==> config.mk <==
export PLATFORM = sky130hd
export DESIGN_NAME = swi_serdes_word
export DESIGN_NICKNAME = d
export VERILOG_FILES = /design/src/hw/swi_pkg.sv /design/src/hw/swi_serdes_word.sv /design/src/hw/swi_sync.sv
export VERILOG_INCLUDE_DIRS = /design/src /design/src/hw
export SDC_FILE = /design/constraint.sdc
export NUM_CORES = 1
export LEC_CHECK = 0
export BUFFER_PORTS_ARGS = -buffer_cell sky130_fd_sc_hd__buf_2
export CAP_MARGIN = 20
export CORE_ASPECT_RATIO = 2
export CORE_MARGIN = 1.5
export CORE_UTILIZATION = 43
export DETAILED_ROUTE_END_ITERATION = 16
export PLACE_DENSITY_LB_ADDON = 0.08
export SYNTH_ARGS = -nofsm -noshare
export SYNTH_HDL_FRONTEND = slang
export SYNTH_SLANG_ARGS = --single-unit
==> constraint.sdc <==
create_clock -name CLK_SYS -period 2.3 [get_ports CLK_SYS]
set_input_delay 0.46 -clock CLK_SYS [delete_from_list [all_inputs] [get_ports CLK_SYS]]
set_output_delay 0.46 -clock CLK_SYS [all_outputs]
set_load 0.01 [all_outputs]
==> src/hw/swi_consts.svh <==
// Constants for the serdes parallel word interface: offsets, fields, counts
`ifndef SWI_CONSTS_SVH
`define SWI_CONSTS_SVH

// ****************************************
// Register byte offsets
// ****************************************
`define SWI_ADDR_CTRL     8'h00
`define SWI_ADDR_STATUS   8'h04
`define SWI_ADDR_MASK     8'h08
`define SWI_ADDR_RXINFO   8'h0c

// ****************************************
// Field positions and reset values
// ****************************************
`define SWI_CTRL_LOOP     0
`define SWI_CTRL_ALIGN    1
`define SWI_CTRL_W        2
`define SWI_CTRL_RST      2'h0
`define SWI_EVT_W         4
`define SWI_MASK_RST      4'h0
`define SWI_STATUS_RST    4'h0
`define SWI_RXINFO_VALID  10
`define SWI_RXINFO_CLK    11

// ****************************************
// Character layout and timing counts
// ****************************************
`define SWI_CHAR_W        10
`define SWI_COMMA_W       7
`define SWI_COMMA_PAT     7'h7c
`define SWI_LAST_BIT      4'h9
`define SWI_REALIGN_CNT   4'h6
`define SWI_REALIGN_LOAD  4'h7
`define SWI_RUN_LIMIT     5'h14
`define SWI_SYNC_W        4

`endif

==> src/hw/swi_pkg.sv <==
// Types shared by the serdes parallel word interface
`default_nettype none
package swi_pkg;

	typedef enum logic [1:0] {
		SWI_BUS_IDLE = 2'b01,
		SWI_BUS_DATA = 2'b10
	} swi_bus_state_t;

	typedef struct packed {
		logic [7:0] addr;
		logic       write;
	} swi_bus_req_t;

	// Same layout as the status and mask registers
	typedef struct packed {
		logic word;
		logic sig_lost;
		logic realign;
		logic comma;
	} swi_events_t;

endpackage
`default_nettype wire

==> src/hw/swi_serdes_word.sv <==
// Parallel word side of a 10-bit serializer/deserializer with bus registers
`include "swi_consts.svh"
`default_nettype none
module swi_serdes_word import swi_pkg::*; (
	// Clock and reset
	input  wire logic                   CLK_SYS,
	input  wire logic                   NRST,
	// Transmit character side
	input  wire logic                   REFERENCE_CLOCK_IN,
	input  wire logic [`SWI_CHAR_W-1:0] TX_CHAR,
	// Serial line
	output var  logic                   TX_SERIAL_P,
	output var  logic                   TX_SERIAL_N,
	input  wire logic                   RX_SERIAL,
	// Control pins
	input  wire logic                   LOOPBACK_SELECT,
	input  wire logic                   ALIGN_ENABLE,
	// Receive word side
	output var  logic [`SWI_CHAR_W-1:0] RX_WORD,
	output var  logic                   RECOVERED_WORD_CLOCK,
	output var  logic                   RECOVERED_WORD_CLOCK_INV,
	output var  logic                   COMMA_FLAG,
	output var  logic                   SIGNAL_VALID,
	// AHB-Lite slave
	input  wire logic                   HSEL,
	input  wire logic [31:0]            HADDR,
	input  wire logic [1:0]             HTRANS,
	input  wire logic                   HWRITE,
	input  wire logic [2:0]             HSIZE,
	input  wire logic [31:0]            HWDATA,
	input  wire logic                   HREADY,
	output var  logic [31:0]            HRDATA,
	output var  logic                   HREADYOUT,
	output var  logic                   HRESP,
	// Interrupt
	output var  logic                   IRQ
);

	// ****************************************
	// Pin synchronisation
	// ****************************************
	logic [`SWI_SYNC_W-1:0] pins_s;
	logic                   ref_s, rx_s, loop_pin_s, align_pin_s;

	swi_sync #(.W(`SWI_SYNC_W)) u_sync (
		.clk      (CLK_SYS),
		.nrst     (NRST),
		.async_in ({ALIGN_ENABLE, LOOPBACK_SELECT, RX_SERIAL, REFERENCE_CLOCK_IN}),
		.sync_out (pins_s)
	);
	assign {align_pin_s, loop_pin_s, rx_s, ref_s} = pins_s;

	logic [`SWI_CTRL_W-1:0] ctrl_reg;
	logic                   loop_act, align_act;
	assign loop_act  = loop_pin_s | ctrl_reg[`SWI_CTRL_LOOP];
	assign align_act = align_pin_s | ctrl_reg[`SWI_CTRL_ALIGN];

	// ****************************************
	// Transmit capture and serializer
	// ****************************************
	logic                   ref_prev_reg, ref_rise;
	logic [`SWI_CHAR_W-1:0] tx_sr_reg, tx_hold_reg;
	logic                   tx_bit_reg;

	assign ref_rise = ref_s & ~ref_prev_reg;

	always_ff @(posedge CLK_SYS) begin
		if (!NRST) begin
			ref_prev_reg <= 1'b0;
			tx_sr_reg    <= '0;
			tx_hold_reg  <= '0;
			tx_bit_reg   <= 1'b0;
		end else begin
			ref_prev_reg <= ref_s;
			if (ref_rise) begin
				tx_hold_reg <= TX_CHAR;
				tx_bit_reg  <= TX_CHAR[0];
				tx_sr_reg   <= {1'b0, TX_CHAR[`SWI_CHAR_W-1:1]};
			end else begin
				// One bit per system clock: ten per reference period
				tx_bit_reg <= tx_sr_reg[0];
				tx_sr_reg  <= {1'b0, tx_sr_reg[`SWI_CHAR_W-1:1]};
			end
		end
	end

	always_ff @(posedge CLK_SYS) begin
		if (!NRST) begin
			TX_SERIAL_P <= 1'b1;
			TX_SERIAL_N <= 1'b0;
		end else if (loop_act) begin
			TX_SERIAL_P <= 1'b1;
			TX_SERIAL_N <= 1'b0;
		end else begin
			TX_SERIAL_P <= tx_bit_reg;
			TX_SERIAL_N <= ~tx_bit_reg;
		end
	end

	// ****************************************
	// Receive path select and deserializer
	// ****************************************
	logic                   rx_bit;
	logic [`SWI_CHAR_W-1:0] rx_sr_reg, rx_window;
	logic [3:0]             rx_cnt_reg;
	logic                   comma_seen, realign, slip, word_done, word_comma;

	assign rx_bit     = loop_act ? tx_bit_reg : rx_s;
	// Newest bit enters on top, so the oldest ends in bit zero
	assign rx_window  = {rx_bit, rx_sr_reg[`SWI_CHAR_W-1:1]};
	assign comma_seen = rx_window[`SWI_CHAR_W-1:`SWI_CHAR_W-`SWI_COMMA_W] == `SWI_COMMA_PAT;
	assign realign    = align_act && comma_seen && rx_cnt_reg != `SWI_REALIGN_CNT;
	// A realign that would put the comma on the true clock emits a short slip word
	assign slip       = realign && RECOVERED_WORD_CLOCK_INV;
	assign word_done  = (rx_cnt_reg == `SWI_LAST_BIT && !realign) || slip;
	assign word_comma = rx_window[`SWI_COMMA_W-1:0] == `SWI_COMMA_PAT;

	always_ff @(posedge CLK_SYS) begin
		if (!NRST) begin
			rx_sr_reg  <= '0;
			rx_cnt_reg <= 4'h0;
		end else begin
			rx_sr_reg <= rx_window;
			if (realign)
				rx_cnt_reg <= `SWI_REALIGN_LOAD;
			else if (rx_cnt_reg == `SWI_LAST_BIT)
				rx_cnt_reg <= 4'h0;
			else
				rx_cnt_reg <= rx_cnt_reg + 4'h1;
		end
	end

	// ****************************************
	// Word output, recovered clocks, comma flag
	// ****************************************
	always_ff @(posedge CLK_SYS) begin
		if (!NRST) begin
			RX_WORD                  <= '0;
			RECOVERED_WORD_CLOCK     <= 1'b0;
			RECOVERED_WORD_CLOCK_INV <= 1'b1;
		end else if (word_done) begin
			RX_WORD                  <= rx_window;
			// Toggle every ten bits: period of twenty bits
			RECOVERED_WORD_CLOCK     <= ~RECOVERED_WORD_CLOCK;
			RECOVERED_WORD_CLOCK_INV <= RECOVERED_WORD_CLOCK;
		end
	end

	always_ff @(posedge CLK_SYS) begin
		if (!NRST)
			COMMA_FLAG <= 1'b0;
		else if (!align_act)
			COMMA_FLAG <= 1'b0;
		else if (word_done)
			// Rising inverted clock means the true clock is high now
			COMMA_FLAG <= word_comma && RECOVERED_WORD_CLOCK && !slip;
	end

	// ****************************************
	// Signal detect from transition density
	// ****************************************
	logic       rx_prev_reg;
	logic [4:0] run_reg;

	always_ff @(posedge CLK_SYS) begin
		if (!NRST) begin
			rx_prev_reg  <= 1'b0;
			run_reg      <= `SWI_RUN_LIMIT;
			SIGNAL_VALID <= 1'b0;
		end else begin
			rx_prev_reg <= rx_bit;
			if (rx_bit != rx_prev_reg)
				run_reg <= 5'h0;
			else if (run_reg != `SWI_RUN_LIMIT)
				run_reg <= run_reg + 5'h1;
			// Coded data never runs this long; a stuck line is invalid
			SIGNAL_VALID <= run_reg != `SWI_RUN_LIMIT;
		end
	end

	// ****************************************
	// AHB-Lite slave, one wait state per transfer
	// ****************************************
	swi_bus_state_t         bus_state_reg;
	swi_bus_req_t           bus_req_reg;
	logic [`SWI_EVT_W-1:0]  status_reg, mask_reg;
	swi_events_t            evt;
	logic                   status_clr;

	function automatic logic [31:0] read_mux(input logic [7:0] a,
			input logic [`SWI_CTRL_W-1:0] c, input logic [`SWI_EVT_W-1:0] s,
			input logic [`SWI_EVT_W-1:0] m, input logic [`SWI_CHAR_W-1:0] w,
			input logic v, input logic k);
		logic [31:0] d;
		d = 32'h0000_0000;
		if (a == `SWI_ADDR_CTRL)
			d[`SWI_CTRL_W-1:0] = c;
		else if (a == `SWI_ADDR_STATUS)
			d[`SWI_EVT_W-1:0] = s;
		else if (a == `SWI_ADDR_MASK)
			d[`SWI_EVT_W-1:0] = m;
		else if (a == `SWI_ADDR_RXINFO)
			d[`SWI_RXINFO_CLK:0] = {k, v, w};
		return d;
	endfunction

	always_ff @(posedge CLK_SYS) begin
		if (!NRST) begin
			bus_state_reg <= SWI_BUS_IDLE;
			bus_req_reg   <= '0;
			HREADYOUT     <= 1'b1;
			HRDATA        <= 32'h0000_0000;
			HRESP         <= 1'b0;
		end else begin
			HRESP         <= 1'b0; // Every transfer answers OKAY
			case (bus_state_reg)
				SWI_BUS_IDLE: begin
					if (HSEL && HTRANS[1] && HREADY) begin
						bus_req_reg   <= '{addr: HADDR[7:0], write: HWRITE};
						bus_state_reg <= SWI_BUS_DATA;
						HREADYOUT     <= 1'b0;
					end
				end
				SWI_BUS_DATA: begin
					bus_state_reg <= SWI_BUS_IDLE;
					HREADYOUT     <= 1'b1;
					HRDATA        <= bus_req_reg.write ? 32'h0000_0000 :
						read_mux(bus_req_reg.addr, ctrl_reg, status_reg, mask_reg,
						RX_WORD, SIGNAL_VALID, RECOVERED_WORD_CLOCK);
				end
				default: begin
					bus_state_reg <= SWI_BUS_IDLE;
					HREADYOUT     <= 1'b1;
				end
			endcase
		end
	end

	always_ff @(posedge CLK_SYS) begin
		if (!NRST) begin
			ctrl_reg <= `SWI_CTRL_RST;
			mask_reg <= `SWI_MASK_RST;
		end else if (bus_state_reg == SWI_BUS_DATA && bus_req_reg.write) begin
			if (bus_req_reg.addr == `SWI_ADDR_CTRL)
				ctrl_reg <= HWDATA[`SWI_CTRL_W-1:0];
			else if (bus_req_reg.addr == `SWI_ADDR_MASK)
				mask_reg <= HWDATA[`SWI_EVT_W-1:0];
		end
	end

	// ****************************************
	// Sticky events and interrupt
	// ****************************************
	assign evt.comma    = word_done && align_act && word_comma && RECOVERED_WORD_CLOCK && !slip;
	assign evt.realign  = realign;
	assign evt.sig_lost = SIGNAL_VALID && run_reg == `SWI_RUN_LIMIT;
	assign evt.word     = word_done;
	assign status_clr   = bus_state_reg == SWI_BUS_DATA && !bus_req_reg.write &&
		bus_req_reg.addr == `SWI_ADDR_STATUS;

	always_ff @(posedge CLK_SYS) begin
		if (!NRST) begin
			status_reg <= `SWI_STATUS_RST;
			IRQ        <= 1'b0;
		end else begin
			// New events win over the read that clears
			status_reg <= (status_clr ? `SWI_STATUS_RST : status_reg) | evt;
			IRQ        <= |(((status_clr ? `SWI_STATUS_RST : status_reg) | evt) & mask_reg);
		end
	end
endmodule // swi_serdes_word
`default_nettype wire

==> src/hw/swi_sync.sv <==
// Two-stage synchroniser for a group of pin inputs
`default_nettype none
module swi_sync import swi_pkg::*; #(
	parameter int W = 1
) (
	input  wire logic         clk,
	input  wire logic         nrst,
	input  wire logic [W-1:0] async_in,
	output var  logic [W-1:0] sync_out
);
	logic [W-1:0] meta_reg;

	// ****************************************
	// One pair of flops per bit
	// ****************************************
	genvar i;
	generate
		for (i = 0; i < W; i++) begin : g_bit
			always_ff @(posedge clk) begin
				if (!nrst) begin
					meta_reg[i] <= 1'b0;
					sync_out[i] <= 1'b0;
				end else begin
					meta_reg[i] <= async_in[i];
					sync_out[i] <= meta_reg[i];
				end
			end
		end
	endgenerate

endmodule // swi_sync
`default_nettype wire

-- Word level (Yosys, flattened, before mapping)
Index checks and enable logic that the tools add are counted.
- flip-flop bits (word level): 111
- bits of input ports: 88
- output and inout bits: 51
- logic and storage cells: 104
- $add $sub $neg: 2
- equality and inequality tests: 12
- multiplexer cells: 16
- bitwise gates (word level): 10
- reduce and logical (&&, ||, !) cells: 31
- operators with widths (cell ; number):
    $mux W12 ; 2
    $eq A8 B4 Y1 const B ; 2
    $logic_and A1 B1 Y1 ; 16
    $mux W8 ; 2
    $eq A7 B7 Y1 const B ; 2
    $mux W4 ; 3
    $mux W10 ; 1
    $mux W5 ; 2
    $mux W9 ; 1
    $eq A8 B3 Y1 const B ; 1
    $logic_not A8 Y1 ; 1
    $reduce_and A2 Y1 ; 4
    $mux W3 ; 2
    $add A5 B1 Y5 const B ; 1
    $eq A5 B5 Y1 const B ; 1
    $ne A5 B5 Y1 const B ; 1
    $not A1 Y1 ; 5
    $add A4 B1 Y4 const B ; 1
    $and A4 B4 Y4 ; 1
    $eq A4 B4 Y1 const B ; 1
    $ne A4 B3 Y1 const B ; 1
    $or A4 B4 Y4 ; 1
    $reduce_or A2 Y1 ; 2
    $reduce_or A4 Y1 ; 1
    12 further kinds ; 16

-- Logic depth before layout (Yosys ltp)
Gate-level depths: netlist (run 1).
- word-level depth: 15
- gate-level depth with buffers: 6
- depth with buffers taken out: 6

-- Hierarchy
A second synthesis (run 1) with hierarchy kept.
- cells, all modules: 356
- area total of the unflattened synthesis: 3374.5 um^2
- by module, submodules not included (module ; times used ; cells each ; area an instance (um^2) ; seq. area each (um^2)):
    swi_serdes_word ; 1 ; 340 ; 3164.3 ; 1581.5
    swi_sync ; 1 ; 16 ; 210.2 ; 160.2

-- Worst setup path before layout (run 1)
OpenSTA, ideal clock, no wires.
- path type: reg2reg
- from: register ctrl_reg[0]
- to: register RX_WORD[4]
- library setup time: 0.128 ns
- arrival time: 2.061 ns
- required time: 2.172 ns
- setup slack: 0.112 ns
- cell stages (with the launch flop): 7
- buffers on the path: 1
- clock period less this slack: 2.188 ns
- cell sequence: dfxtp_1 -> or3b_1 -> a211oi_4 -> mux2i_2 -> buf_2 -> mux2i_1 -> nor2_1
- word-level cells in the longest chain between the ends: 8
- elaborated cells between the ends (all ways): 9
- classes of those cells: eq/ne (1); mux (1); bitwise (1); reduce/logical (6)
- ends and longest elaborated chain (element ; RTL line ; text):
    from (decl) ; swi_serdes_word.sv:53 ; logic [`SWI_CTRL_W-1:0] ctrl_reg;
    from (signal assigned) ; swi_serdes_word.sv:241 ; ctrl_reg <= `SWI_CTRL_RST;
    from (signal assigned) ; swi_serdes_word.sv:245 ; ctrl_reg <= HWDATA[`SWI_CTRL_W-1:0];
    $or A1 B1 Y1 (*) ; swi_serdes_word.sv:55 ; assign loop_act = loop_pin_s | ctrl_reg[`SWI_CTRL_LOOP];
    $mux W1 (*) ; swi_serdes_word.sv:108 ; assign rx_bit = loop_act ? tx_bit_reg : rx_s;
    $eq A7 B7 Y1 (no line) (*) ; -- ;
    $logic_and A1 B1 Y1 (*) ; swi_serdes_word.sv:112 ; assign realign = align_act && comma_seen && rx_cnt_reg != `SWI_REALIGN_CNT;
    $logic_and A1 B1 Y1 (no line) (*) ; -- ;
    $logic_not A1 Y1 ; swi_serdes_word.sv:115 ; assign word_done = (rx_cnt_reg == `SWI_LAST_BIT && !realign) || slip;
    $logic_and A1 B1 Y1 ; swi_serdes_word.sv:115 ;
    $logic_or A1 B1 Y1 (*) ; swi_serdes_word.sv:115 ;
    to (signal assigned) ; swi_serdes_word.sv:142 ; RX_WORD <= rx_window;
    to (decl) ; swi_serdes_word.sv:19 ; output var logic [`SWI_CHAR_W-1:0] RX_WORD,
Mark *: on every way between the ends. The rest lies on a longest branch, timed or not.
A chain may end at the register's enable or synchronous reset.

-- Worst setup path in the final report (run 1)
- from: register ctrl_reg[0]
- to: register RX_WORD[8]
The elaborated chain is that of the path after synthesis.

==> results of run 1 <==
-- logic make-up (layout without fill, tap and decap cells) --
kind of cell | count (synthesis) | in the layout | share of synthesized area
AND/OR/NAND/NOR | 142 | 142 | 0.210
flip-flops | 87 | 87 | 0.516
AO/OA/AOI/OAI | 49 | 49 | 0.0974
buffers and inverters | 43 | 97 | 0.0715
multiplexers | 27 | 27 | 0.0811
XOR/XNOR | 6 | 6 | 0.0156
adder cells (fa/ha/maj) | 2 | 2 | 0.00741
other | 1 | 21 | 0.00111
-- metal layers --
| metal | part of all wire | track usage | up-vias | wire length, um |
|---|---|---|---|---|
| met5 | 0 | 0 | - | 0 |
| met2 | 0.50 | 0.305 | 73 | 3560 |
| met1 | 0.43 | 0.208 | 1203 | 3040 |
| li1 | - | - | 1304 | - |
| met4 | 0.023 | 0.0870 | 0 | 166 |
| met3 | 0.047 | 0.0481 | 9 | 336 |
-- power groups by stage --
stage	Clock, mW	Sequential (mW)	Combinational (mW)
floorplan	0	1.63	0.196
global placement	0	1.63	0.245
detailed placement	0	1.63	0.249
CTS	1.58	1.60	0.249
global route	1.65	1.61	0.284
finish	1.55	1.60	0.246
-- worst paths after layout --
path                         to  slack (ps)          startpoint  cells after the start
min          u_sync.meta_reg[1]         330           RX_SERIAL                      2
max reg2reg          RX_WORD[8]         310         ctrl_reg[0]                      6
max                  RX_WORD[8]         310         ctrl_reg[0]                      6
min reg2reg  u_sync.sync_out[0]         430  u_sync.meta_reg[0]                      1
-- per-stage QoR --
stage | setup slack, ps | instances | instance area (um2)
finish | 313 | 525 | 4080
detailed placement | 313 | 509 | 3760
CTS | 304 | 525 | 4080
global route | 213 | 525 | 4080
global placement | 337 | 509 | 3760
floorplan | 112 | 377 | 3450
-- layout by cell type (no fill, tap or decap), types with 3 or more instances in the layout --
cell type                   Yosys  routed
sky130_fd_sc_hd__clkbuf_16      0       9
sky130_fd_sc_hd__o21ai_0       11      11
sky130_fd_sc_hd__xnor2_1        5       5
sky130_fd_sc_hd__nand2_1       30      30
sky130_fd_sc_hd__nor2_1        48      48
sky130_fd_sc_hd__buf_2          1      61
sky130_fd_sc_hd__a211oi_1       3       3
sky130_fd_sc_hd__nand4_1        3       3
sky130_fd_sc_hd__dfxtp_1       87      87
sky130_fd_sc_hd__nand2b_1       6       6
sky130_fd_sc_hd__mux2i_1       26      26
sky130_fd_sc_hd__nor3_1         3       3
sky130_fd_sc_hd__conb_1         1      21
sky130_fd_sc_hd__a21oi_1       14      14
sky130_fd_sc_hd__inv_1          6       6
sky130_fd_sc_hd__nand3_1        7       7
sky130_fd_sc_hd__a22oi_1       10      10
sky130_fd_sc_hd__buf_4         21      13
sky130_fd_sc_hd__and2_1        22      22
sky130_fd_sc_hd__nor2b_1        5       5
sky130_fd_sc_hd__nor4_1         4       4
-- final cells by class --
cell class | count | area, um2 | share of cell area
Sequential cell | 87 | 1740 | 0.427
Multi-Input combinational cell | 247 | 1470 | 0.360
Timing Repair Buffer | 74 | 403 | 0.0987
Clock buffer | 11 | 243 | 0.0595
Tap cell | 94 | 118 | 0.0288
Clock inverter | 5 | 81.3 | 0.0199
Inverter | 7 | 26.3 | 0.00644
-- worst reg2reg max path, stage by stage, from the launching register on --
cell                       delay [ps]
sky130_fd_sc_hd__dfxtp_1          350
sky130_fd_sc_hd__or3b_1           440
sky130_fd_sc_hd__a211oi_4         290
sky130_fd_sc_hd__mux2i_2          260
sky130_fd_sc_hd__buf_4            250
sky130_fd_sc_hd__mux2i_1          220
sky130_fd_sc_hd__nor2_1            50
==> out/metrics.yaml, run 1 <==
run_status:
  run_status: "finished, final reports clean"
clocking:
  htree_num_levels: 3
  clock_path_buffers: 2
  tritoncts: "yes"
  clkSlewWorstSetupHoldPaths_ps: 60
  cts.sink_count: 87
  clk-insertion-delay-late_ps: 330
  clockRootBuffer: "sky130_fd_sc_hd__clkbuf_16"
  cts_resized: 0
  cts_post_setup_buffers_inserted: 0
  cts-buffers-inserted: 9
  cts_hold_buf: 0
setup_path:
  cp_slowest_cell: "sky130_fd_sc_hd__or3b_1"
  cp.arrival_ps: 2190
  max_stage_delay_ps: 440
  cp.buffers_inverters: 1
  worst_setup_path_end_kind: "register"
  worstSetupStartpointType: "register"
  critical_path_peak_fanout: 12
  critical-path-top-delay-family: "simple AND/OR/NAND/NOR gates"
  worst-endpoint-required_ps: 2500
  path_cells: "or3b_1 -> a211oi_4 -> mux2i_2 -> buf_4 -> mux2i_1 -> nor2_1"
  worst-setup-path-type: "register to register"
sta:
  layout_min_cycle_time_ps: 1990
  tightest_slew_ps: 638
  finish_stage_setup_viols: 0
  timing.final.max_slew_violations: 0
  clock-skew-final_ps: 8.41
  clock.fmax_ghz: 0.503
  timing.hold.ws_ps: 333
  slew_headroom: 0.574
  finalSetupTns_ps: 0
  timing.final.hold_violations: 0
  setup_repair_after_global_routing_missed_its_margin: "no"
  finalCritPeriodShare: 0.864
global_route:
  vias_in_the_first_global_route: 2427
  antenna_found_initial: 0
  track_usage: 0.181
  grt_max_degree: 36
  grt_pass1_wl_mm: 11.6
  grt_overflow: 0
yosys:
  synth.avg_cell_area_um2: 9.46
  async_flop_share: 0
  ys_top_cells_by_area: "sky130_fd_sc_hd__dfxtp_1 (52%), sky130_fd_sc_hd__mux2i_1 (7.7%), sky130_fd_sc_hd__nor2_1 (5.3%)"
  synthDominantCellAreaShare: 0.516
  library_cell_with_the_largest_summed_area_after_synthesis: "sky130_fd_sc_hd__dfxtp_1"
  dominantRegCellSynth: "sky130_fd_sc_hd__dfxtp_1"
  synth.top_cells.by_count: "sky130_fd_sc_hd__dfxtp_1 (87), sky130_fd_sc_hd__nor2_1 (48), sky130_fd_sc_hd__nand2_1 (30), sky130_fd_sc_hd__mux2i_1 (26), sky130_fd_sc_hd__and2_1 (22)"
  yosys_warnings: 0
  register_area_share_after_synthesis: 0.516
  synth_most_common_cell: "sky130_fd_sc_hd__dfxtp_1"
  postSynthCellCount: 357
  number_of_flops_mapped_to_enable_cells_by_yosys: 0
  synth_seq_cells: 87
  syn-cell-area_um2: 3380
  post_synth_num_cell_types: 44
min_path:
  hp-class: "input pin to register"
routing:
  vias: 2589
  drc_errors: 0
  wire_per_inst_um: 13.5
  drt_pass1_iterations: 4
  wirelength_mm: 7.11
  viasPerCell: 4.93
  detailedRoute.firstIterationViolations: 115
  postRouteAntennaNets: 0
layout:
  largest_reg_flops: 12
  fillCellCount: 729
  final_layout_size_suffix_gt1_frac: 0.218
  biggestRegsByFlops: "HRDATA (12), RX_WORD (10)"
  final_nets: 516
  registers.top_by_ff_count: "HRDATA"
  final_core_utilization: 0.537
  antenna_cells_inserted: 0
  area_growth_syn_to_layout_pct: 20.9
floorplan:
  dieArea_um2: 8430
  core_area_um2: 7600
  start_util: 0.444
  rows: 45
  fp.dieW_um: 65.7
  ioPinCount: 139
  die_y_um: 128
pwr:
  power.leakage_nw: 1.78
  swShare: 0.221
  power.internal_mw: 2.64
  p_sw_mw: 0.751
  fin_total_pwr_mw: 3.40
  power_density_nw_per_um2: 832
  ir_drop_mv: 0.485
  proportion_of_power_drawn_by_flip_flops_and_latches: 0.472
  power.clock.fraction: 0.456
  pwr-share-comb: 0.072
placed_design:
  routabilityCongestion: 0.829
  numPortBuffers: 61
  dp_hpwl_mm: 5.21
run:
  cap_violations: 0
Note: power is estimated with default switching activity, not from simulation.
==> run 2: changes to the inputs <==
--- a/config.mk
+++ b/config.mk
@@ -12,6 +12,7 @@
 export CORE_MARGIN = 1.5
 export CORE_UTILIZATION = 43
 export DETAILED_ROUTE_END_ITERATION = 16
+export MAX_ROUTING_LAYER = met4
 export PLACE_DENSITY_LB_ADDON = 0.08
 export SYNTH_ARGS = -nofsm -noshare
 export SYNTH_HDL_FRONTEND = slang
==> run 2 against run 1 <==
Against the previous run: non-clock buffer count is the same; hold slack got worse by 0.67 ps; clock power about the same; core utilization is the same; total power hardly changed; die area unchanged; fmax barely moved; global-route usage increased by 0.59 points; sequential share of layout area unchanged; critical endpoint unchanged; clock skew about the same; combinational power about the same; setup slack worse by 0.72 ps.
==> out/metrics.yaml, run 2 (synthesis results as in run 1) <==
sta:
  layout_min_cycle_time_ps: 1990  # +0.721 ps
  clock.fmax_ghz: 0.503  # about the same
  clock-skew-final_ps: 8.81  # +0.400 ps
  finish_stage_setup_viols: 0  # unchanged
  finalSetupTns_ps: 0  # unchanged
  finalCritPeriodShare: 0.864  # about the same
  timing.hold.ws_ps: 332  # -0.673 ps
  timing.final.hold_violations: 0  # unchanged
  setup_repair_after_global_routing_missed_its_margin: "no"
  slew_headroom: 0.574  # about the same
  tightest_slew_ps: 638  # -0.00960 ps
  timing.final.max_slew_violations: 0  # unchanged
global_route:
  grt_pass1_wl_mm: 11.6  # +0.17%
  met3_global_route_usage: 0.0463  # -0.00175
  vias_in_the_first_global_route: 2423  # -0.16%
  groute.layer.met1.usage: 0.211  # +0.00279
  track_usage: 0.187  # +0.00589
  top_usage_layer: "met2"
  grt_overflow: 0  # unchanged
  met2_demand_to_capacity_share_in_global_routing: 0.305  # unchanged
  antenna_found_initial: 0  # unchanged
  grt_max_degree: 36  # unchanged
layout:
  largest_reg_flops: 12  # unchanged
  fillCellCount: 729  # unchanged
  final_layout_size_suffix_gt1_frac: 0.218  # unchanged
  most_frequent_standard_cell_in_the_layout_excluding_fill_and_tap_cells: "sky130_fd_sc_hd__dfxtp_1"
  antenna_cells_inserted: 0  # unchanged
  registers.top_by_ff_count: "HRDATA"
  final_nets: 516  # unchanged
  biggestRegsByFlops: "HRDATA (12), RX_WORD (10)"
  layout_common_cells: "sky130_fd_sc_hd__dfxtp_1 (87), sky130_fd_sc_hd__buf_2 (61), sky130_fd_sc_hd__nor2_1 (48)"
  final_area_um2: 4080  # unchanged
  area_growth_syn_to_layout_pct: 20.9  # unchanged
pwr:
  power.leakage_nw: 1.78  # unchanged
  swShare: 0.220  # -0.000665
  p_sw_mw: 0.748  # -0.39%
  power.clock.fraction: 0.456  # about the same
  proportion_of_power_drawn_by_flip_flops_and_latches: 0.472  # about the same
  fin_total_pwr_mw: 3.39  # about the same
  pwr-share-comb: 0.072  # about the same
  ir_drop_mv: 0.483  # -0.41%
  power_density_nw_per_um2: 831  # about the same
  power.internal_mw: 2.64  # about the same
floorplan:
  start_util: 0.444  # unchanged
  rows: 45  # unchanged
  fp.dieW_um: 65.7  # unchanged
  ioPinCount: 139  # unchanged
  dieArea_um2: 8430  # unchanged
  die_y_um: 128  # unchanged
  core_area_um2: 7600  # unchanged
routing:
  detailedRoute.firstIterationViolations: 115  # unchanged
  drt_pass1_iterations: 4  # unchanged
  postRouteAntennaNets: 0  # unchanged
  wire_per_inst_um: 13.5  # -0.11%
  drc_errors: 0  # unchanged
  vias: 2571  # -0.70%
  viasPerCell: 4.90  # -0.70%
  wirelength_mm: 7.10  # -0.11%
run:
  cap_violations: 0  # unchanged
setup_path:
  worst_setup_path_end_kind: "register"
  worst-setup-path-type: "register to register"
  worst-endpoint-required_ps: 2500  # about the same
  worstSetupStartpointType: "register"
  timing.reg2reg.worst_path_depth: 6  # unchanged
  timing.rr.end: "RX_WORD[8]"
  cp_launch_point: "ctrl_reg[0]"
  r2r_slack_ps: 310  # about the same
  critical_path_peak_fanout: 12  # unchanged
  cp.arrival_ps: 2190  # about the same
  setup_crit_end: "RX_WORD[8]"
  timing.rr.start: "ctrl_reg[0]"
min_path:
  hp-class: "input pin to register"
placed_design:
  routabilityCongestion: 0.841  # +1.5%
  post_dp_cell_area_um2: 3760  # unchanged
  dp_hpwl_mm: 5.21  # unchanged
  numPortBuffers: 61  # unchanged
clocking:
  clkSlewWorstSetupHoldPaths_ps: 60  # about the same
  cts.sink_count: 87  # unchanged
  cts_hold_buf: 0  # unchanged
  htree_num_levels: 3  # unchanged
  tritoncts: "yes"
  cts_resized: 0  # unchanged
  clockRootBuffer: "sky130_fd_sc_hd__clkbuf_16"
  cts-buffers-inserted: 9  # unchanged
  clock_path_buffers: 2  # unchanged
  clk-insertion-delay-late_ps: 330  # about the same
  cts_post_setup_buffers_inserted: 0  # unchanged
run_status:
  run_status: "finished, final reports clean"
==> run 2: cell counts in the layout (fill, tap and decap cells not counted) <==
No cell type changed its count.
==> run 2: per-stage QoR <==
step | util | setup slack [ps] | std cells
floorplan | - | 112 | 377
global placement | 0.494 | 337 | 509
detailed placement | 0.494 | 313 | 509
CTS | 0.537 | 304 | 525
global route | 0.537 | 214 | 525
finish | 0.537 | 313 | 525
==> run 2: how the worst min path moves through the flow <==
stage | slack (ps) | depth (start not counted) | end | from
2_1_floorplan | 400 | 1 | TX_SERIAL_N | tx_bit_reg
3_3_place_gp | 420 | 1 | u_sync.sync_out[0] | u_sync.meta_reg[0]
3_5_place_dp | 420 | 1 | u_sync.sync_out[3] | u_sync.meta_reg[3]
4_1_cts | 320 | 2 | u_sync.meta_reg[2] | LOOPBACK_SELECT
5_1_grt | 330 | 2 | u_sync.meta_reg[1] | RX_SERIAL
6_report | 330 | 2 | u_sync.meta_reg[1] | RX_SERIAL
==> run 2: critical path: stages, from the launching register on <==
cell and delay [ps]:
sky130_fd_sc_hd__dfxtp_1 350, sky130_fd_sc_hd__or3b_1 440, sky130_fd_sc_hd__a211oi_4 290, sky130_fd_sc_hd__mux2i_2 260, sky130_fd_sc_hd__buf_4 250, sky130_fd_sc_hd__mux2i_1 210, sky130_fd_sc_hd__nor2_1 50
==> run 2: layer usage <==
metal / up-vias / routed length, um
li1: 1305 / -
met1: 1188 / 3080
met2: 69 / 3550
met3: 9 / 305
met4: 0 / 166
met5: - / 0
==> run 2: power groups by stage <==
stage / clock, mW / sequential [mW] / combinational [mW]
floorplan: 0 / 1.63 / 0.196
global placement: 0 / 1.63 / 0.245
detailed placement: 0 / 1.63 / 0.249
CTS: 1.58 / 1.60 / 0.249
global route: 1.65 / 1.61 / 0.284
finish: 1.55 / 1.60 / 0.245
==> run 2: area by class of cell <==
type / count / area, um2 / share of cell area
Sequential cell: 87 / 1740 / 0.427
Multi-Input combinational cell: 247 / 1470 / 0.360
Timing Repair Buffer: 74 / 403 / 0.0987
Clock buffer: 11 / 243 / 0.0595
Tap cell: 94 / 118 / 0.0288
Clock inverter: 5 / 81.3 / 0.0199
Inverter: 7 / 26.3 / 0.00644
